**config.mk**
```make
export PLATFORM = sky130hd
export DESIGN_NAME = port0_in_mux
export DESIGN_NICKNAME = d
export VERILOG_FILES = /design/src/port0_in_mux_pkg.sv /design/src/pin_sync.sv /design/src/port0_in_mux.sv
export SDC_FILE = /design/constraint.sdc
export NUM_CORES = 1
export LEC_CHECK = 0
export ABC_CLOCK_PERIOD_IN_PS = 1780
export CORE_ASPECT_RATIO = 2
export CORE_MARGIN = 2
export CORE_UTILIZATION = 47
export CTS_CLUSTER_SIZE = 16
export DETAILED_ROUTE_END_ITERATION = 8
export DONT_BUFFER_PORTS = 1
export HOLD_SLACK_MARGIN = 0.1
export PLACE_DENSITY = 0.72
export SYNTH_ARGS = -nofsm -noshare
export SYNTH_HDL_FRONTEND = slang
export SYNTH_SLANG_ARGS = --single-unit
```
**constraint.sdc**
```tcl
create_clock -name i_clk_sys -period 1.78 [get_ports i_clk_sys]
set_input_delay 0.534 -clock i_clk_sys [delete_from_list [all_inputs] [get_ports i_clk_sys]]
set_output_delay 0.534 -clock i_clk_sys [all_outputs]
set_load 0.005 [all_outputs]
```
**src/port0_in_mux_pkg.sv**
```systemverilog
/*
 * Shared definitions for the port 0 input pin decoder: interface modes,
 * pin and sample carriers, timing constants and reset values.
 * Assumes a single system clock at CLK_SYS_HZ and a link clock far slower.
 */
package port0_in_mux_pkg;

  // ==========================================================================
  // Timing
  // ==========================================================================
  localparam int unsigned CLK_SYS_HZ       = 40_000_000;
  localparam int unsigned REF_CLOCK_OUT_HZ = 5_000_000;
  localparam int unsigned REF_HALF_CYCLES  = CLK_SYS_HZ / (2 * REF_CLOCK_OUT_HZ);
  localparam int unsigned DIV_W            = 3;
  localparam logic [DIV_W-1:0] DIV_LAST    = DIV_W'(REF_HALF_CYCLES - 1);
  localparam int unsigned SYNC_STAGES      = 2;

  // ==========================================================================
  // Field positions and reset values
  // ==========================================================================
  localparam int unsigned NIBBLE_W   = 4;
  localparam int unsigned BIT_ZERO   = 0;
  localparam int unsigned BIT_ONE    = 1;
  localparam int unsigned BIT_TWO    = 2;
  localparam int unsigned PIN_W      = NIBBLE_W + 4;
  localparam logic [NIBBLE_W-1:0] NIBBLE_RST = 4'h0;
  localparam logic [DIV_W-1:0]    DIV_RST    = 3'h0;
  localparam logic [1:0]          DLY_RST    = 2'h0;

  // ==========================================================================
  // Types
  // ==========================================================================
  typedef enum logic [1:0] {
    MODE_MII_MAC,
    MODE_MII_PHY,
    MODE_RMII_PHY
  } port_mode_e;

  typedef struct packed {
    logic [NIBBLE_W-1:0] port0_in_nibble;
    logic                port0_in_valid_flag;
    logic                port0_in_error_flag;
    logic                port0_in_ref_clock;
    logic                rmii_ref_clock;
  } pin_in_s;

  typedef struct packed {
    logic [NIBBLE_W-1:0] nibble;
    logic                valid;
    logic                rx_error;
    logic                tx_abort;
    logic                strobe;
  } sample_s;

endpackage

```
**src/pin_sync.sv**
```systemverilog
/*
 * Two-stage synchroniser for a vector of independent level inputs.
 * Assumes each bit is a slow level or is sampled only after settling.
 */
`timescale 1ns/1ps

module pin_sync #(
  parameter int unsigned WIDTH = 1
) (
  input  wire logic             i_clk_sys,
  input  wire logic             i_rst,
  input  wire logic [WIDTH-1:0] i_async,
  output logic      [WIDTH-1:0] o_sync
);

  typedef struct packed {
    logic [WIDTH-1:0] first;
    logic [WIDTH-1:0] second;
  } sync_state_s;

  sync_state_s state_reg;
  sync_state_s state_next;

  // ==========================================================================
  // Stages
  // ==========================================================================
  // The first stage feeds only the second; nothing else looks at it.
  always_comb begin
    state_next.first  = i_async;
    state_next.second = state_reg.first;
  end

  always_ff @(posedge i_clk_sys) begin
    if (i_rst) begin
      state_reg <= '0;
    end else begin
      state_reg <= state_next;
    end
  end

  assign o_sync = state_reg.second;

endmodule

```
**src/port0_in_mux.sv**
```systemverilog
/*
 * Port 0 input pin decoder: samples the inbound nibble, valid and error pins
 * in MII MAC, MII PHY or RMII PHY mode and presents one sample per rising link
 * clock edge to the switch. Drives the reference clock toward an external
 * MAC in MII PHY mode.
 * Assumes the link clocks are well below half of i_clk_sys, so that a
 * sampled edge can be found, and that i_mode changes only while idle.
 * Link clocks are found by oversampling, so real 25 MHz or 50 MHz link
 * clocks need a faster system clock than this one.
 * The isolate input acts only in the two PHY-side modes.
 */
`timescale 1ns/1ps

// Behaviour
// - In MII MAC mode all four nibble bits are taken as receive data from the PHY.
// - In MII PHY mode all four nibble bits, bit 2 included, are transmit data from the MAC.
// - In RMII PHY mode bit 2 is ignored and only the lower two bits carry data.
// - In RMII PHY mode bits 1 and 0 are the two-bit transmit data from the MAC.
// - In MII MAC mode the PHY drives valid as receive valid, which qualifies nibble and error.
// - In MII PHY mode the MAC drives valid as transmit enable, qualifying nibble and error.
// - In the PHY-side modes the isolate bit disables the data and valid input buffers.
// - In the MII modes the port clock times the inputs; the PHY drives it in MAC mode, we do in MII PHY mode.
// - In MII PHY mode an asserted error line is a request to abort the current frame.
// - In RMII PHY mode valid is transmit enable and qualifies only bits 1 and 0.
module port0_in_mux (
  input  wire logic                                i_clk_sys,
  input  wire logic                                i_rst,
  input  wire port0_in_mux_pkg::port_mode_e        i_mode,
  input  wire logic                                i_virtual_phy_isolate_bit,
  input  wire logic [port0_in_mux_pkg::NIBBLE_W-1:0] i_port0_in_nibble,
  input  wire logic                                i_port0_in_valid_flag,
  input  wire logic                                i_port0_in_error_flag,
  input  wire logic                                i_port0_in_ref_clock,
  input  wire logic                                i_rmii_ref_clock,
  output logic                                     o_port0_in_ref_clock,
  output logic                                     o_port0_in_ref_clock_oe,
  output logic                                     o_in_buffer_enable,
  output logic [port0_in_mux_pkg::NIBBLE_W-1:0]    o_nibble,
  output logic                                     o_valid,
  output logic                                     o_rx_error,
  output logic                                     o_tx_abort,
  output logic                                     o_strobe,
  output logic                                     o_frame_aborted,
  output logic                                     o_mode_fault
);

  // ==========================================================================
  // State
  // ==========================================================================
  // All state is one packed struct; state_next holds its value for the next edge.
  typedef struct packed {
    logic                                  ref_prev;
    logic                                  rmii_prev;
    logic [port0_in_mux_pkg::DIV_W-1:0]    div_cnt;
    logic                                  clk_out;
    logic                                  clk_oe;
    logic [1:0]                            clk_dly;
    logic                                  buf_en;
    port0_in_mux_pkg::sample_s             sample;
    logic                                  frame_aborted;
    logic                                  mode_fault;
  } mux_state_s;

  mux_state_s                 state_reg;
  mux_state_s                 state_next;
  port0_in_mux_pkg::pin_in_s  pins_raw;
  port0_in_mux_pkg::pin_in_s  pins_sync;

  // ==========================================================================
  // Pin synchronisers
  // ==========================================================================
  assign pins_raw.port0_in_nibble     = i_port0_in_nibble;
  assign pins_raw.port0_in_valid_flag = i_port0_in_valid_flag;
  assign pins_raw.port0_in_error_flag = i_port0_in_error_flag;
  assign pins_raw.port0_in_ref_clock  = i_port0_in_ref_clock;
  assign pins_raw.rmii_ref_clock      = i_rmii_ref_clock;

  // Data and clock share one synchroniser depth, so the setup margin the
  // far end gives around its clock edge is kept after sampling.
  pin_sync #(
    .WIDTH (port0_in_mux_pkg::PIN_W)
  ) u_pin_sync (
    .i_clk_sys (i_clk_sys),
    .i_rst     (i_rst),
    .i_async   (pins_raw),
    .o_sync    (pins_sync)
  );

  // ==========================================================================
  // Next state
  // ==========================================================================
  always_comb begin
    logic phy_side;
    logic isolated;
    logic mode_ok;
    logic edge_seen;
    logic dv;
    logic er;
    logic [port0_in_mux_pkg::NIBBLE_W-1:0] nib;

    phy_side  = 1'b0;
    isolated  = 1'b0;
    mode_ok   = 1'b1;
    edge_seen = 1'b0;
    dv        = pins_sync.port0_in_valid_flag;
    er        = pins_sync.port0_in_error_flag;
    nib       = pins_sync.port0_in_nibble;

    state_next            = state_reg;
    state_next.ref_prev   = pins_sync.port0_in_ref_clock;
    state_next.rmii_prev  = pins_sync.rmii_ref_clock;
    state_next.clk_dly    = {state_reg.clk_dly[0], state_reg.clk_out};
    state_next.sample.strobe   = 1'b0;
    state_next.sample.tx_abort = 1'b0;

    // Free-running divider; it only reaches the pin in MII PHY mode.
    // Running it in every mode keeps its phase steady across isolate and
    // mode changes, at the cost of a little idle toggling.
    if (state_reg.div_cnt == port0_in_mux_pkg::DIV_LAST) begin
      state_next.div_cnt = port0_in_mux_pkg::DIV_RST;
      state_next.clk_out = ~state_reg.clk_out;
    end else begin
      state_next.div_cnt = state_reg.div_cnt + 1'b1;
    end

    case (i_mode)
      port0_in_mux_pkg::MODE_MII_MAC: begin
        // The external PHY owns the clock here.
        edge_seen = pins_sync.port0_in_ref_clock & ~state_reg.ref_prev;
      end
      port0_in_mux_pkg::MODE_MII_PHY: begin
        phy_side = 1'b1;
        // Our own clock, delayed to line up with the synchronised data.
        // The delay is one register stage, one fewer than the two pin synchroniser stages.
        edge_seen = state_reg.clk_dly[0] & ~state_reg.clk_dly[1];
      end
      port0_in_mux_pkg::MODE_RMII_PHY: begin
        phy_side = 1'b1;
        // The port clock pin is idle here; the reference clock has its own input.
        // Each dibit is presented alone; pairing into nibbles is left downstream.
        edge_seen = pins_sync.rmii_ref_clock & ~state_reg.rmii_prev;
        // Bit 2, bit 3 and the error pin carry nothing in this mode.
        nib = {2'h0, pins_sync.port0_in_nibble[port0_in_mux_pkg::BIT_ONE:
                                                port0_in_mux_pkg::BIT_ZERO]};
        er  = 1'b0;
      end
      default: begin
        // Code 3 selects no path; the buffers stay off so floating pins cost nothing.
        mode_ok = 1'b0;
      end
    endcase

    isolated = phy_side & i_virtual_phy_isolate_bit;

    state_next.mode_fault = ~mode_ok;
    state_next.buf_en     = mode_ok & ~isolated;
    state_next.clk_oe     = (i_mode == port0_in_mux_pkg::MODE_MII_PHY) & ~isolated;

    if (!mode_ok || isolated) begin
      // Disabled buffers read as nothing: the frame in progress ends here.
      // No strobe is raised, so nothing leaks out while the pins float.
      state_next.sample.valid    = 1'b0;
      state_next.sample.rx_error = 1'b0;
      state_next.sample.nibble   = port0_in_mux_pkg::NIBBLE_RST;
      state_next.frame_aborted   = 1'b0;
    end else if (edge_seen) begin
      state_next.sample.strobe = 1'b1;
      state_next.sample.valid  = dv;
      // Data and error mean nothing outside valid, so they read as zero there.
      state_next.sample.nibble =
        dv ? nib : port0_in_mux_pkg::NIBBLE_RST;
      state_next.sample.rx_error =
        dv & er & (i_mode == port0_in_mux_pkg::MODE_MII_MAC);
      if (dv && er && i_mode == port0_in_mux_pkg::MODE_MII_PHY) begin
        // Abort request from the MAC; held until transmit enable drops.
        // The level lets the switch drop the frame even if it misses the pulse.
        state_next.sample.tx_abort = 1'b1;
        state_next.frame_aborted   = 1'b1;
      end else if (!dv) begin
        state_next.frame_aborted = 1'b0;
      end
    end
  end

  // ==========================================================================
  // Registers
  // ==========================================================================
  // Reset is synchronous and names each field, so none is left undefined.
  always_ff @(posedge i_clk_sys) begin
    if (i_rst) begin
      state_reg.ref_prev      <= 1'b0;
      state_reg.rmii_prev     <= 1'b0;
      state_reg.div_cnt       <= port0_in_mux_pkg::DIV_RST;
      state_reg.clk_out       <= 1'b0;
      state_reg.clk_oe        <= 1'b0;
      state_reg.clk_dly       <= port0_in_mux_pkg::DLY_RST;
      state_reg.buf_en        <= 1'b0;
      state_reg.sample        <= '0;
      state_reg.frame_aborted <= 1'b0;
      state_reg.mode_fault    <= 1'b0;
    end else begin
      state_reg <= state_next;
    end
  end

  // ==========================================================================
  // Outputs
  // ==========================================================================
  // Each output is a register bit, so the switch never sees decode glitches.
  assign o_port0_in_ref_clock    = state_reg.clk_out;
  assign o_port0_in_ref_clock_oe = state_reg.clk_oe;
  assign o_in_buffer_enable      = state_reg.buf_en;
  assign o_nibble                = state_reg.sample.nibble;
  assign o_valid                 = state_reg.sample.valid;
  assign o_rx_error              = state_reg.sample.rx_error;
  assign o_tx_abort              = state_reg.sample.tx_abort;
  assign o_strobe                = state_reg.sample.strobe;
  assign o_frame_aborted         = state_reg.frame_aborted;
  assign o_mode_fault            = state_reg.mode_fault;

endmodule

```
Word-level counts from Yosys, hierarchy flattened
Index checks and enable logic that the tools add are counted.
{"block": "classes", "add_sub_neg": 1, "mul": 0, "div_mod_pow": 0, "n_lt_le_gt_ge": 0, "n_eq_ne": 4, "n_shift": 0, "mux": 10, "n_bitwise": 15, "reduce_logical": 11}
{"cell": "$and A1 B1 Y1", "count": 8}
{"cell": "$mux W4", "count": 2}
{"cell": "$not A1 Y1", "count": 7}
{"cell": "$mux W1", "count": 6}
{"cell": "$reduce_or A2 Y1", "count": 3}
{"cell": "$reduce_or A3 Y1", "count": 2}
{"cell": "$add A3 B1 Y3 const B", "count": 1}
{"cell": "$eq A3 B2 Y1 const B", "count": 1}
{"cell": "$pmux W1 S3", "count": 1}
{"cell": "$eq A2 B1 Y1 const B", "count": 1}
{"cell": "$eq A2 B2 Y1 const B", "count": 1}
{"cell": "$logic_and A1 B1 Y1", "count": 2}
{"cell": "$logic_not A2 Y1", "count": 1}
{"cell": "$mux W2", "count": 1}
{"cell": "$ne A2 B2 Y1 const B", "count": 1}
{"cell": "$reduce_and A2 Y1", "count": 1}
{"cell": "$logic_not A1 Y1", "count": 1}
{"cell": "$logic_or A1 B1 Y1", "count": 1}
{"block": "totals", "register_bits": 36, "latchBits": 0, "ram_bits": 0, "romBits": 0, "in_bits": 13, "out_inout_bits": 13, "word_cells": 57, "mem_count": 0}

Longest topological paths before layout
Gate-level depths: netlist of run 1.
{"block": "depth", "word_depth": 6, "ltp_mapped": 7, "ltp_nobuf": 6}

Cells and area by module
A second synthesis of run 1 with hierarchy kept.
{"block": "unflattened", "cells_unflattened": 118, "area_unflattened_um2": 1346.3}
{"module": "port0_in_mux", "instances": 1, "cells_per_inst": 85, "area_each_um2": 882.1, "seq_area_each_um2": 400.4}
{"module": "pin_sync", "instances": 1, "cells_per_inst": 33, "area_each_um2": 464.2, "seq_area_each_um2": 320.3}

Worst setup path after synthesis of run 1
No wires, ideal clock.
{"block": "synth_timing", "path_type": "input-to-reg", "start": "input port i_mode[0]", "end": "register state_reg, in the netlist o_frame_aborted", "setup_ns": 0.071, "arrival_time_ns": 1.514, "required_ns": 1.709, "setup_slack_ns": 0.196, "stages": 6, "path_cell_list": "inv_1 ha_1 a211o_1 buf_6 a211oi_4 o21bai_1"}
{"block": "synth_between", "elab_chain_len": 6}
{"item": "start, declared", "line": "port0_in_mux.sv:28", "text": "input wire port0_in_mux_pkg::port_mode_e i_mode,"}
{"item": "$eq A2 B2 Y1, or another cell as far along", "line": "port0_in_mux.sv:126", "text": "case (i_mode)"}
{"item": "$mux W1, or another cell as far along", "line": "port0_in_mux.sv:126"}
{"item": "$logic_and A1 B1 Y1 or $mux W1 (tied branches)", "line": "port0_in_mux.sv:174, port0_in_mux.sv:126"}
{"item": "$logic_and A1 B1 Y1, or another cell as far along", "line": "port0_in_mux.sv:174", "text": "if (dv && er && i_mode == port0_in_mux_pkg::MODE_MII_PHY) begin"}
{"item": "$ne A2 B2 Y1 (no source line) or $logic_or A1 B1 Y1 (tied branches)"}
{"item": "$reduce_and A2 Y1 (no source line) or $reduce_or A2 Y1 (tied branches)"}
{"item": "end signal, assigned", "line": "port0_in_mux.sv:202", "text": "state_reg <= state_next;"}
{"item": "end, declared", "line": "port0_in_mux.sv:64", "text": "mux_state_s state_reg;"}
Parallel ways exist; a longest one is shown, timed or not.
A chain may end at the register's enable or synchronous reset.

Worst setup path after layout of run 1
{"block": "layout_timing", "start": "input port i_mode[1]", "end": "register state_reg, in the netlist o_frame_aborted"}
Same word-level chain as after synthesis.

==> impl_summary.log, run 1 <==
INFO  metric detail_route.wirelength = 1.87 mm
INFO  metric outcome = complete, no violations
INFO  metric net-switching-power = 0.000303 W
INFO  metric clock_tree_from_tritoncts = yes
INFO  metric cts-buffers-inserted = 5
INFO  metric post_cts_buffers = 0
INFO  metric regToRegStartpoint = state_reg[12]$_SDFF_PP0_
INFO  metric cts.hold.buffers_added = 0
INFO  metric switching_share = 20.0%
INFO  metric hold_violations_final = 0
INFO  metric die_width = 41.0 µm
INFO  metric post_place_setup_slack = 84.2 ps
INFO  metric grt_start_max_net_pins = 28
INFO  metric die_height = 77.9 µm
INFO  metric synthesis.instances = 116
INFO  metric crit_path_end_kind = flop
INFO  metric reg2regPathDepth = 3
INFO  metric synthMostInstantiatedCell = sky130_fd_sc_hd__dfxtp_1
INFO  metric hold_path.class = in2reg
INFO  metric globalplace.congestion = 0.708
INFO  metric synthDominantAreaCellType = sky130_fd_sc_hd__dfxtp_1
INFO  metric grtUsageTotal = 14.9%
INFO  metric syn-cell-area = 0.00128 mm²
INFO  metric total_die_area = 0.00319 mm²
INFO  metric area_contributors_post_synth = sky130_fd_sc_hd__dfxtp_1 56%, sky130_fd_sc_hd__nor2b_1 7.8%, sky130_fd_sc_hd__ha_1 5.8%, sky130_fd_sc_hd__and2b_1 2.9%, sky130_fd_sc_hd__nand4_1 2.9%
INFO  metric route.vias.total = 799
INFO  metric dpl-instance-area = 0.00126 mm²
INFO  metric commonest_cells_post_synth = 36 x sky130_fd_sc_hd__dfxtp_1, 16 x sky130_fd_sc_hd__nor2b_1, 7 x sky130_fd_sc_hd__a21oi_1
INFO  metric ys_warn_count = 0
INFO  metric nets = 133
INFO  metric seq_power_share = 56.2%
INFO  metric arrival = 1610 ps
INFO  metric family_with_the_most_delay_on_the_worst_path = compound AO/OA/AOI/OAI gates
INFO  metric design.core.area = 0.00257 mm²
INFO  metric fmaxAchievable = 0.716 GHz
INFO  metric cts_root_buf = sky130_fd_sc_hd__clkbuf_8
INFO  metric critPathMaxFanout = 9
INFO  metric powerDensity = 1120 mW/mm²
INFO  metric floorplan.io_pins = 26
INFO  metric setup.worst_path.start = i_mode[1]
INFO  metric synth-async-reset-ratio = 0%
INFO  metric setup.worst_path.end = o_frame_aborted$_SDFFE_PP0P_
INFO  metric postLayoutCellArea = 0.00136 mm²
INFO  metric drt-initial-drc-count = 14
INFO  metric slew_headroom = 71.7%
INFO  metric worstSetupPathType = in2reg
INFO  metric slew_at_the_pin_closest_to_its_max_slew_limit = 423 ps
INFO  metric grt_remaining_overflow = 0
INFO  metric num_rows = 26
INFO  metric worst_skew_pair.late_latency = 290 ps
INFO  metric clk_transition_reported_paths = 70 ps
INFO  metric final-setup-viol-count = 0
INFO  metric postCtsResizedCells = 0
INFO  metric drt_pass1_iterations = 4
INFO  metric cts-htree-levels = 2
INFO  metric post_detailed_route_wirelength_per_cell = 13.2 µm
INFO  metric yosys.area.top_type_share = 56.1%
INFO  metric syn_to_final_growth = 5.84%
INFO  metric detailed_place_hpwl = 1.34 mm
INFO  metric skew = 5.21 ps
INFO  metric drive_above_1_share = 7.02%
INFO  metric worst_ir_drop_vdd = 907 µV
INFO  metric route.antenna.remaining_nets = 0
INFO  metric num_antenna_cells = 0
INFO  metric critical_path.n_buffers_inverters = 1
INFO  metric finalWorstSetupSlack = 383 ps
INFO  metric grt_setup_unrepaired = false
INFO  metric antenna_found_initial = 0
INFO  metric crit-reg2reg-capture = o_frame_aborted$_SDFFE_PP0P_
INFO  metric port_buffers = 0
INFO  metric mapped_nets = 135
INFO  metric slew_viol_final = 0
INFO  metric clkPwrFrac = 39.9%
INFO  metric post-route-drc-count = 0
INFO  metric critical-path-max-stage-delay = 340 ps
INFO  metric number_of_global_route_vias_before_repair = 777
INFO  metric critical_path.startpoint_type = input pin
INFO  metric bufs_on_longest_clock_path = 2
INFO  metric reg2reg_slack = 540 ps
INFO  metric shortest_period_the_worst_path_allows = 1400 ps
INFO  metric avgSynthCellArea = 11.1 µm²
INFO  metric slowest_stage = sky130_fd_sc_hd__a211oi_4
INFO  metric initial_utilization = 50.0%
INFO  metric final_min_period_over_clock_period = 78.5%
INFO  metric timing.critical_path.cells = inv_1 -> ha_1 -> nand3b_1 -> a211oi_4 -> o21bai_1
INFO  metric clkSinkCount = 36
INFO  metric worst-path-stages = 5
INFO  metric first_pass_grt_wire_length = 3.08 mm
INFO  metric timing.max_cap.violations = 0
INFO  metric p_leak = 0.547 nW
INFO  metric crit_required = 1990 ps
INFO  metric tns = 0 ps
INFO  metric comb_power_share = 3.9%
INFO  metric flip_flop_and_latch_count_after_synthesis = 36
INFO  metric synth_edf_count = 0
INFO  metric cellInternalPower = 0.00121 W
INFO  metric seq_area_frac_synth = 56.1%
INFO  metric final_util = 52.9%
INFO  metric yosys_most_used_dff = sky130_fd_sc_hd__dfxtp_1
INFO  metric viasPerCell = 5.63
INFO  metric post_synth_num_cell_types = 26
[power by group through the flow]
| stage | registers (W) | clock network [W] | logic [W] |
|---|---|---|---|
| after floorplan | 0.000867 | 0 | 0.0000608 |
| after global placement | 0.000870 | 0 | 0.0000579 |
| after detailed placement | 0.000871 | 0 | 0.0000607 |
| after CTS | 0.000853 | 0.000623 | 0.0000608 |
| after global routing | 0.000857 | 0.000654 | 0.0000694 |
| final | 0.000853 | 0.000605 | 0.0000598 |
[metrics by stage]
step | power [W] | instances | hold slack, ps
floorplan | 0.000928 | 116 | 404
global placement | 0.000928 | 135 | 410
detailed placement | 0.000932 | 135 | 423
CTS | 0.00154 | 142 | 303
global route | 0.00158 | 142 | 296
finish | 0.00152 | 142 | 314
[layout by cell type, fill, tap and decap left out, types with 3 or more instances in the layout]
master	Yosys	layout
sky130_fd_sc_hd__a21oi_1	7	7
sky130_fd_sc_hd__and2b_1	5	5
sky130_fd_sc_hd__and3b_1	3	3
sky130_fd_sc_hd__clkbuf_8	0	7
sky130_fd_sc_hd__dfxtp_1	36	36
sky130_fd_sc_hd__ha_1	6	6
sky130_fd_sc_hd__inv_1	5	5
sky130_fd_sc_hd__nand3b_1	3	3
sky130_fd_sc_hd__nand4_1	6	6
sky130_fd_sc_hd__nor2b_1	16	16
sky130_fd_sc_hd__o2111ai_1	3	3
[final cells by class]
class	instances	area, µm²
Fill cell	235	1210
Sequential cell	36	721
Multi-Input combinational cell	66	489
Clock buffer	7	96.3
Tap cell	28	35.0
Inverter	5	18.8
[worst min-delay path by stage]
stage          cells past startpoint                           startpoint  slack, ps                         endpoint
2_1_floorplan                      1             state_reg[15]$_SDFF_PP0_        400         state_reg[15]$_SDFF_PP0_
3_3_place_gp                       1             state_reg[15]$_SDFF_PP0_        410         state_reg[15]$_SDFF_PP0_
3_5_place_dp                       1  u_pin_sync.state_next[2]$_SDFF_PP0_        420  u_pin_sync.o_sync[2]$_SDFF_PP0_
4_1_cts                            1                                i_rst        300        state_next[12]$_SDFF_PP0_
5_1_grt                            1                                i_rst        300         state_reg[18]$_SDFF_PP0_
6_report                           1                                i_rst        310  u_pin_sync.o_sync[5]$_SDFF_PP0_
[layer usage]
metal	routed length, µm	track usage (%)	vias to the layer above
li1	-	-	388
met1	647	11.0	378
met2	1030	25.0	27
met3	128	8.29	6
met4	62	10.0	0
met5	0	0	-
[logic make-up after synthesis]
family | after synthesis | synth area share, %
buffers and inverters | 14 | 5.84
AND/OR/NAND/NOR | 41 | 21.0
AO/OA/AOI/OAI | 18 | 10.5
XOR/XNOR | 1 | 0.682
adder cells (fa/ha/maj) | 6 | 5.84
flip-flops | 36 | 56.1
Note: power is estimated with default switching activity, not from simulation.
==> run 2: changes to the inputs <==
--- a/config.mk
+++ b/config.mk
@@ -5,7 +5,8 @@
 export SDC_FILE = /design/constraint.sdc
 export NUM_CORES = 1
 export LEC_CHECK = 0
-export ABC_CLOCK_PERIOD_IN_PS = 1780
+export ABC_AREA = 1
+export ABC_CLOCK_PERIOD_IN_PS = 1200
 export CORE_ASPECT_RATIO = 2
 export CORE_MARGIN = 2
 export CORE_UTILIZATION = 47
@@ -13,7 +14,7 @@
 export DETAILED_ROUTE_END_ITERATION = 8
 export DONT_BUFFER_PORTS = 1
 export HOLD_SLACK_MARGIN = 0.1
-export PLACE_DENSITY = 0.72
+export PLACE_DENSITY = 0.74
 export SYNTH_ARGS = -nofsm -noshare
 export SYNTH_HDL_FRONTEND = slang
 export SYNTH_SLANG_ARGS = --single-unit
==> constraint.sdc (replaced) <==
create_clock -name i_clk_sys -period 1.2 [get_ports i_clk_sys]
set_input_delay 0.36 -clock i_clk_sys [delete_from_list [all_inputs] [get_ports i_clk_sys]]
set_output_delay 0.36 -clock i_clk_sys [all_outputs]
set_load 0.005 [all_outputs]
==> run 2 against run 1 <==
Sequential share of layout area fell by 3.7 points. Hold slack got worse by 180 ps. Final cell count rose by 33%.
==> impl_summary.log, run 2 <==
INFO  metric outcome = complete, no violations
INFO  metric mapped_nets = 173 (+28%)
INFO  metric holdPathStages = 1 (unchanged)
INFO  metric design.core.area = 0.00274 mm² (+6.5%)
INFO  metric area_contributors_post_synth = sky130_fd_sc_hd__dfxtp_1 54%, sky130_fd_sc_hd__inv_1 9.3%, sky130_fd_sc_hd__nor2_1 9.0%, sky130_fd_sc_hd__ha_1 5.6%, sky130_fd_sc_hd__nand3_1 4.5%
INFO  metric hold_violations_final = 0 (unchanged)
INFO  metric reg2regPathDepth = 4 (+1)
INFO  metric num_antenna_cells = 0 (unchanged)
INFO  metric num_rows = 27 (+3.8%)
INFO  metric port_buffers = 0 (unchanged)
INFO  metric nets = 178 (+34%)
INFO  metric synth-async-reset-ratio = 0% (unchanged)
INFO  metric grt_setup_unrepaired = false
INFO  metric hold_path.class = in2reg
INFO  metric yosys_most_used_dff = sky130_fd_sc_hd__dfxtp_1
INFO  metric mostFrequentLayoutCells = 36 x sky130_fd_sc_hd__dfxtp_1, 33 x sky130_fd_sc_hd__inv_1, 32 x sky130_fd_sc_hd__nor2_1
INFO  metric drt_pass1_iterations = 3 (-1)
INFO  metric post-route-drc-count = 0 (unchanged)
INFO  metric slew_at_the_pin_closest_to_its_max_slew_limit = 219 ps (-205 ps)
INFO  metric final_min_period_over_clock_period = 94.2%
INFO  metric hold_path_end = u_pin_sync.o_sync[3]$_SDFF_PP0_
INFO  metric cts_root_buf = sky130_fd_sc_hd__clkbuf_8
INFO  metric die_width = 41.7 µm (+1.7%)
INFO  metric seq_area_frac_synth = 54.1% (-2.0 points)
INFO  metric crit_path_end_kind = flop
INFO  metric post_place_setup_slack = -91.2 ps (-175 ps)
INFO  metric total_die_area = 0.00330 mm² (+3.4%)
INFO  metric initial_utilization = 48.7% (-1.3 points)
INFO  metric clk_transition_reported_paths = 70 ps (about the same)
INFO  metric p_leak = 0.699 nW (+28%)
INFO  metric avgSynthCellArea = 8.65 µm² (-22%)
INFO  metric flip_flop_and_latch_count_after_synthesis = 36 (unchanged)
INFO  metric route.antenna.remaining_nets = 0 (unchanged)
INFO  metric reg2reg_slack = 70 ps (-470 ps)
INFO  metric slowest_stage = sky130_fd_sc_hd__dfxtp_1
INFO  metric critical_path.startpoint_type = flop
INFO  metric fmaxAchievable = 0.885 GHz
INFO  metric worst_skew_pair.late_latency = 280 ps (about the same)
INFO  metric critical-path-max-stage-delay = 320 ps (-20 ps)
INFO  metric fillCellCount = 261 (+11%)
INFO  metric post_synth_num_cell_types = 20 (-23%)
INFO  metric die_height = 79.3 µm (+1.7%)
INFO  metric crit-reg2reg-capture = state_reg[16]$_SDFF_PP0_
INFO  metric crit_top_cell = sky130_fd_sc_hd__ha_1
INFO  metric drive_above_1_share = 18.1% (+11 points)
INFO  metric hold_crit_start = i_rst
INFO  metric clkSinkCount = 36 (unchanged)
INFO  metric dpl-instance-area = 0.00137 mm² (+8.2%)
INFO  metric final-setup-viol-count = 0 (unchanged)
INFO  metric crit_required = 1420 ps (-570 ps)
INFO  metric detail_route.wirelength = 1.91 mm (+2.0%)
INFO  metric slew_viol_final = 0 (unchanged)
INFO  metric shortest_period_the_worst_path_allows = 1130 ps
INFO  metric floorplan.io_pins = 26 (unchanged)
INFO  metric viasPerCell = 4.52 (-20%)
INFO  metric timing.critical_path.cells = ha_1 -> ha_1 -> or2_4 -> nor2_1
INFO  metric cts-buffers-inserted = 5 (unchanged)
INFO  metric detailed_place_hpwl = 1.48 mm (+9.8%)
INFO  metric critPathMaxFanout = 3 (-6)
INFO  metric grt_remaining_overflow = 0 (unchanged)
INFO  metric final-seq-area = 721 µm² (unchanged)
INFO  metric globalplace.congestion = 0.867 (+22%)
INFO  metric clock_tree_from_tritoncts = yes
INFO  metric multi_input_comb_area = 425 µm² (-13%)
INFO  metric skew = 4.24 ps (-0.971 ps)
INFO  metric postCtsResizedCells = 1 (+1)
INFO  metric yosys.area.top_type_share = 54.1% (-2.0 points)
INFO  metric finalWorstSetupSlack = 69.9 ps (-313 ps)
INFO  metric first_pass_grt_wire_length = 3.28 mm (+6.3%)
INFO  metric antenna_found_initial = 0 (unchanged)
INFO  metric grt_start_max_net_pins = 26 (-7.1%)
INFO  metric postLayoutCellArea = 0.00146 mm² (+7.5%)
INFO  metric final_util = 53.5% (+0.53 points)
INFO  metric timing.max_cap.violations = 0 (unchanged)
INFO  metric arrival = 1350 ps (-260 ps)
INFO  metric tns = 0 ps (unchanged)
INFO  metric grtUsageTotal = 13.7% (-1.2 points)
INFO  metric drt-initial-drc-count = 13 (-1)
INFO  metric mostFrequentLayoutCell = sky130_fd_sc_hd__dfxtp_1
INFO  metric regToRegStartpoint = state_reg[15]$_SDFF_PP0_
INFO  metric syn_to_final_growth = 9.77%
INFO  metric synthesis.instances = 154 (+33%)
INFO  metric critical_path.n_buffers_inverters = 0 (-1)
INFO  metric synthDominantAreaCellType = sky130_fd_sc_hd__dfxtp_1
INFO  metric worst_ir_drop_vdd = 1040 µV (+14%)
INFO  metric bufs_on_longest_clock_path = 2 (unchanged)
INFO  metric powerDensity = 1550 mW/mm² (+39%)
INFO  metric family_with_the_most_delay_on_the_worst_path = adder cells
INFO  metric cts.hold.buffers_added = 0 (unchanged)
INFO  metric synthMostInstantiatedCell = sky130_fd_sc_hd__dfxtp_1
INFO  metric cts-htree-levels = 2 (unchanged)
INFO  metric worst-path-stages = 4 (-1)
INFO  metric slew_headroom = 85.4% (+14 points)
INFO  metric syn-cell-area = 0.00133 mm² (+3.7%)
INFO  metric worstSetupPathType = reg2reg
INFO  metric commonest_cells_post_synth = 36 x sky130_fd_sc_hd__dfxtp_1, 33 x sky130_fd_sc_hd__inv_1, 32 x sky130_fd_sc_hd__nor2_1
INFO  metric synth_edf_count = 0 (unchanged)
INFO  metric post_detailed_route_wirelength_per_cell = 10.1 µm (-23%)
INFO  metric number_of_global_route_vias_before_repair = 827 (+6.4%)
INFO  metric p_total = 0.00227 W (+50%)
INFO  metric ys_warn_count = 0 (unchanged)
INFO  metric route.vias.total = 855 (+7.0%)
INFO  metric post_cts_buffers = 0 (unchanged)
-- run 2: cell count changes in the layout (fill, tap and decap cells not counted), sizes merged, moves of 5 or more --
cell / before / now
nor2b: 16 / 0
nand3: 0 / 16
nand2: 1 / 13
nand4: 6 / 0
nor2: 1 / 33
and2b: 5 / 0
buf: 0 / 5
a21oi: 7 / 2
inv: 5 / 36
-- run 2: per-layer routing --
layer	vias up	GRT usage [%]	wire length, µm
li1	451	-	-
met1	371	10.5	662
met2	26	26.3	1080
met3	7	4.32	93
met4	0	10.6	72
met5	-	0	0
-- run 2: how the worst max path moves through the flow --
stage,startpoint,to,slack [ps]
finish,state_reg[15]$_SDFF_PP0_,state_reg[16]$_SDFF_PP0_,70
global route,state_reg[15]$_SDFF_PP0_,state_reg[16]$_SDFF_PP0_,30
CTS,state_reg[15]$_SDFF_PP0_,state_reg[16]$_SDFF_PP0_,60
detailed placement,i_mode[0],o_valid$_SDFFE_PP0P_,-90
global placement,i_mode[0],o_valid$_SDFFE_PP0P_,-60
floorplan,i_mode[1],o_valid$_SDFFE_PP0P_,0.2
-- run 2: report_power, final --
group / switching (W) / internal [W]
logic: 0.0000809 / 0.0000635
registers: 0.0000212 / 0.00125
clock network: 0.000403 / 0.000457
-- run 2: logic make-up (layout without fill, tap and decap cells) --
family	count (synthesis)	after routing	synth area share (%)
xor gates and xnor gates	1	1	0.657
and+or+nand+nor	63	63	23.4
buffers and inverters	45	51	15.1
adders and majority gates	6	6	5.63
AOI/OAI and AO/OA	3	3	1.13
DFF	36	36	54.1
-- run 2: cell type report --
class | instances | area share [%]
clock buffers | 6 | 5.65
clock inverters | 2 | 0.684
inverters | 38 | 10.3
multi-input cells | 73 | 29.1
flip-flops and latches | 36 | 49.3
well taps | 29 | 2.48
repair buffers | 5 | 2.57
-- run 2: per-stage QoR --
stage          std cells  hold slack, ps
4_1_cts              189             121
3_3_place_gp         181             389
3_5_place_dp         181             392
6_report             189             138
5_1_grt              189             121
2_1_floorplan        154             388
==> run 3: changes to the inputs <==
--- a/config.mk
+++ b/config.mk
@@ -6,15 +6,15 @@
 export NUM_CORES = 1
 export LEC_CHECK = 0
 export ABC_AREA = 1
-export ABC_CLOCK_PERIOD_IN_PS = 1200
+export ABC_CLOCK_PERIOD_IN_PS = 1100
 export CORE_ASPECT_RATIO = 2
-export CORE_MARGIN = 2
+export CORE_MARGIN = 5
 export CORE_UTILIZATION = 47
 export CTS_CLUSTER_SIZE = 16
 export DETAILED_ROUTE_END_ITERATION = 8
 export DONT_BUFFER_PORTS = 1
 export HOLD_SLACK_MARGIN = 0.1
-export PLACE_DENSITY = 0.74
+export PLACE_DENSITY = 0.72
 export SYNTH_ARGS = -nofsm -noshare
 export SYNTH_HDL_FRONTEND = slang
 export SYNTH_SLANG_ARGS = --single-unit
==> constraint.sdc (replaced) <==
create_clock -name i_clk_sys -period 1.1 [get_ports i_clk_sys]
set_input_delay 0.33 -clock i_clk_sys [delete_from_list [all_inputs] [get_ports i_clk_sys]]
set_output_delay 0.33 -clock i_clk_sys [all_outputs]
set_load 0.005 [all_outputs]
==> run 3 against run 2 <==
Wire length rose by 13%. Clock skew is 1.2 ps higher. Design area grew 9.0%. Setup slack worse by 16 ps. Non-clock buffer count grew 7. First-iteration DRC count is 23% lower. Critical path depth did not move. Clock-buffer cell count fell by 1. Die area rose by 23%. Final cell count rose by 3.2%. Register-to-register slack got worse by 20 ps. Largest cell class unchanged. Largest power group unchanged. Highest routed layer unchanged.
==> impl_summary.log, run 3 (synthesized netlist as in run 2, its figures left out) <==
INFO  metric slew_at_the_pin_closest_to_its_max_slew_limit = 442 ps (+223 ps)
INFO  metric use_met2 = 20.8% (-5.5 points)
INFO  metric hold_violations_final = 0 (unchanged)
INFO  metric switching_share = 22.9% (+0.69 points)
INFO  metric regToRegStartpoint = state_reg[15]$_SDFF_PP0_
INFO  metric initial_utilization = 48.7% (unchanged)
INFO  metric shortest_period_the_worst_path_allows = 1050 ps (-84.3 ps)
INFO  metric setup.worst_path.end = state_reg[17]$_SDFF_PP0_
INFO  metric drive_above_1_share = 25.3% (+7.2 points)
INFO  metric grt_start_max_net_pins = 15 (-42%)
INFO  metric timing.max_cap.violations = 0 (unchanged)
INFO  metric floorplan.io_pins = 26 (unchanged)
INFO  metric num_antenna_cells = 0 (unchanged)
INFO  metric nets = 185 (+3.9%)
INFO  metric p_total = 0.00246 W (+8.2%)
INFO  metric cts_root_buf = sky130_fd_sc_hd__clkbuf_8
INFO  metric cellInternalPower = 0.00189 W (+7.2%)
INFO  metric global_route.peak_usage_layer = met2
INFO  metric die_height = 85.3 µm (+7.6%)
INFO  metric grt_remaining_overflow = 0 (unchanged)
INFO  metric antenna_found_initial = 0 (unchanged)
INFO  metric cts-buffers-inserted = 5 (unchanged)
INFO  metric viasPerCell = 4.51 (-0.36%)
INFO  metric mostFrequentLayoutCell = sky130_fd_sc_hd__dfxtp_1
INFO  metric reg2regPathDepth = 4 (unchanged)
INFO  metric crit_path_end_kind = flop
INFO  metric clk_transition_reported_paths = 70 ps (about the same)
INFO  metric arrival = 1270 ps (-80 ps)
INFO  metric tns = 0 ps (unchanged)
INFO  metric total_die_area = 0.00406 mm² (+23%)
INFO  metric fmaxAchievable = 0.956 GHz (+8.1%)
INFO  metric reg2reg_slack = 50 ps (-20 ps)
INFO  metric critPathMaxFanout = 3 (unchanged)
INFO  metric slew_headroom = 70.6% (-15 points)
INFO  metric bufs_on_longest_clock_path = 2 (unchanged)
INFO  metric post_detailed_route_wirelength_per_cell = 11.0 µm (+9.3%)
INFO  metric num_rows = 27 (unchanged)
INFO  metric first_pass_grt_wire_length = 3.74 mm (+14%)
INFO  metric worst_ir_drop_vdd = 1050 µV (+0.84%)
INFO  metric grt.met3_usage = 5.73% (+1.4 points)
INFO  metric p_leak = 0.728 nW (+4.3%)
INFO  metric clock_tree_from_tritoncts = yes
INFO  metric design.core.area = 0.00274 mm² (unchanged)
INFO  metric worst_skew_pair.late_latency = 280 ps (about the same)
INFO  metric worstSetupPathType = reg2reg
INFO  metric final_min_period_over_clock_period = 95.1% (+0.90 points)
INFO  metric crit-reg2reg-capture = state_reg[17]$_SDFF_PP0_
INFO  metric cts-htree-levels = 2 (unchanged)
INFO  metric crit_required = 1330 ps (-90 ps)
INFO  metric setup.worst_path.start = state_reg[15]$_SDFF_PP0_
INFO  metric die_width = 47.7 µm (+14%)
INFO  metric multi_input_comb_area = 495 µm² (+16%)
INFO  metric drt_pass1_iterations = 4 (+1)
INFO  metric route.vias.total = 879 (+2.8%)
INFO  metric globalplace.congestion = 0.822 (-5.2%)
INFO  metric grt_setup_unrepaired = false
INFO  metric gr-usage-met1 = 13.2% (+2.7 points)
INFO  metric drt-initial-drc-count = 10 (-3)
INFO  metric seq_power_share = 56.5% (+0.7 points)
INFO  metric outcome = complete, no violations
INFO  metric critical_path.startpoint_type = flop
INFO  metric fillCellCount = 238 (-8.8%)
INFO  metric clkPwrFrac = 34.7% (-3.1 points)
INFO  metric grtUsageTotal = 13.1% (-0.58 points)
INFO  metric clkSinkCount = 36 (unchanged)
INFO  metric syn_to_final_growth = 19.6%
INFO  metric net-switching-power = 0.000563 W (+12%)
INFO  metric powerDensity = 1540 mW/mm² (-0.74%)
INFO  metric number_of_global_route_vias_before_repair = 891 (+7.7%)
INFO  metric route.antenna.remaining_nets = 0 (unchanged)
INFO  metric hold_path.class = in2reg
INFO  metric detailed_place_hpwl = 1.54 mm (+4.3%)
INFO  metric final-setup-viol-count = 0 (unchanged)
INFO  metric skew = 5.41 ps (+1.17 ps)
INFO  metric slew_viol_final = 0 (unchanged)
INFO  metric detail_route.wirelength = 2.15 mm (+13%)
INFO  metric comb_power_share = 8.8% (+2.4 points)
INFO  metric mostFrequentLayoutCells = 35 x sky130_fd_sc_hd__dfxtp_1, 31 x sky130_fd_sc_hd__inv_1, 29 x sky130_fd_sc_hd__nor2_1
INFO  metric final-seq-area = 722 µm² (+0.17%)
INFO  metric port_buffers = 0 (unchanged)
INFO  metric post-route-drc-count = 0 (unchanged)
-- run 3: changes by cell type in the layout (fill, tap and decap cells not counted), sizes merged --
cell          previous run  this run
clkbuf                   6         5
dlymetal6s4s             0         1
buf                      5         7
clkinv                   4         3
dlygate4sd3              0         4
clkinvlp                 0         1
-- run 3: timing repair --
item | 4_1_cts | 5_1_grt
cloned | 0 | 0
hold buffers | 3 | 2
resized for setup | 4 | 4
endpoints found under the hold margin | 12 | 2
setup endpoints to repair | 3 | 14
pin swaps | 3 | 0
buffers inserted | 1 | 0
-- run 3: worst min path at each step --
stage	slack, ps	cells past startpoint	from	endpoint
5_1_grt	100	1	i_rst	u_pin_sync.state_next[2]$_SDFF_PP0_
4_1_cts	100	1	i_rst	u_pin_sync.o_sync[2]$_SDFF_PP0_
2_1_floorplan	390	2	u_pin_sync.state_next[0]$_SDFF_PP0_	u_pin_sync.o_sync[0]$_SDFF_PP0_
6_report	110	1	i_rst	u_pin_sync.o_sync[2]$_SDFF_PP0_
3_5_place_dp	400	2	u_pin_sync.state_next[4]$_SDFF_PP0_	u_pin_sync.o_sync[4]$_SDFF_PP0_
3_3_place_gp	390	2	u_pin_sync.state_next[5]$_SDFF_PP0_	u_pin_sync.o_sync[5]$_SDFF_PP0_
-- run 3: power groups by stage --
stage / Sequential [W] / Combinational, W / Clock [W]
2_1_floorplan: 0.00141 / 0.000151 / 0
3_3_place_gp: 0.00141 / 0.000167 / 0
3_5_place_dp: 0.00141 / 0.000176 / 0
4_1_cts: 0.00138 / 0.000200 / 0.000891
5_1_grt: 0.00139 / 0.000247 / 0.000958
6_report: 0.00139 / 0.000216 / 0.000853
-- run 3: critical path, cell delays in order (launching register included) --
cell	delay, ps
sky130_fd_sc_hd__dfxtp_2	340
sky130_fd_sc_hd__ha_4	160
sky130_fd_sc_hd__ha_4	160
sky130_fd_sc_hd__or2_4	240
sky130_fd_sc_hd__nor2_2	90
-- run 3: routing by layer --
metal | wire length (µm) | vias up
met5 | 0 | -
met2 | 1120 | 27
met3 | 160 | 5
met4 | 74 | 0
met1 | 799 | 383
li1 | - | 464
-- run 3: cell type report --
| type | count | area share [%] |
|---|---|---|
| clock buffer | 5 | 4.32 |
| clock inverter | 2 | 0.785 |
| inverter | 38 | 9.65 |
| multi-input combinational | 73 | 31.1 |
| sequential | 36 | 45.3 |
| tap | 29 | 2.28 |
| timing repair buffer | 12 | 6.59 |
-- run 3: through the flow --
stage | instance area [µm²] | utilization, % | hold WS [ps] | worst slack (ps) | instances
2_1_floorplan | 1390 | - | 388 | -5.16 | 154
3_3_place_gp | 1420 | 51.9 | 390 | -72.3 | 182
3_5_place_dp | 1420 | 51.9 | 396 | -81.3 | 182
4_1_cts | 1550 | 56.6 | 100 | 7.22 | 193
5_1_grt | 1590 | 58.3 | 101 | 8.92 | 195
6_report | 1590 | 58.3 | 112 | 54.2 | 195
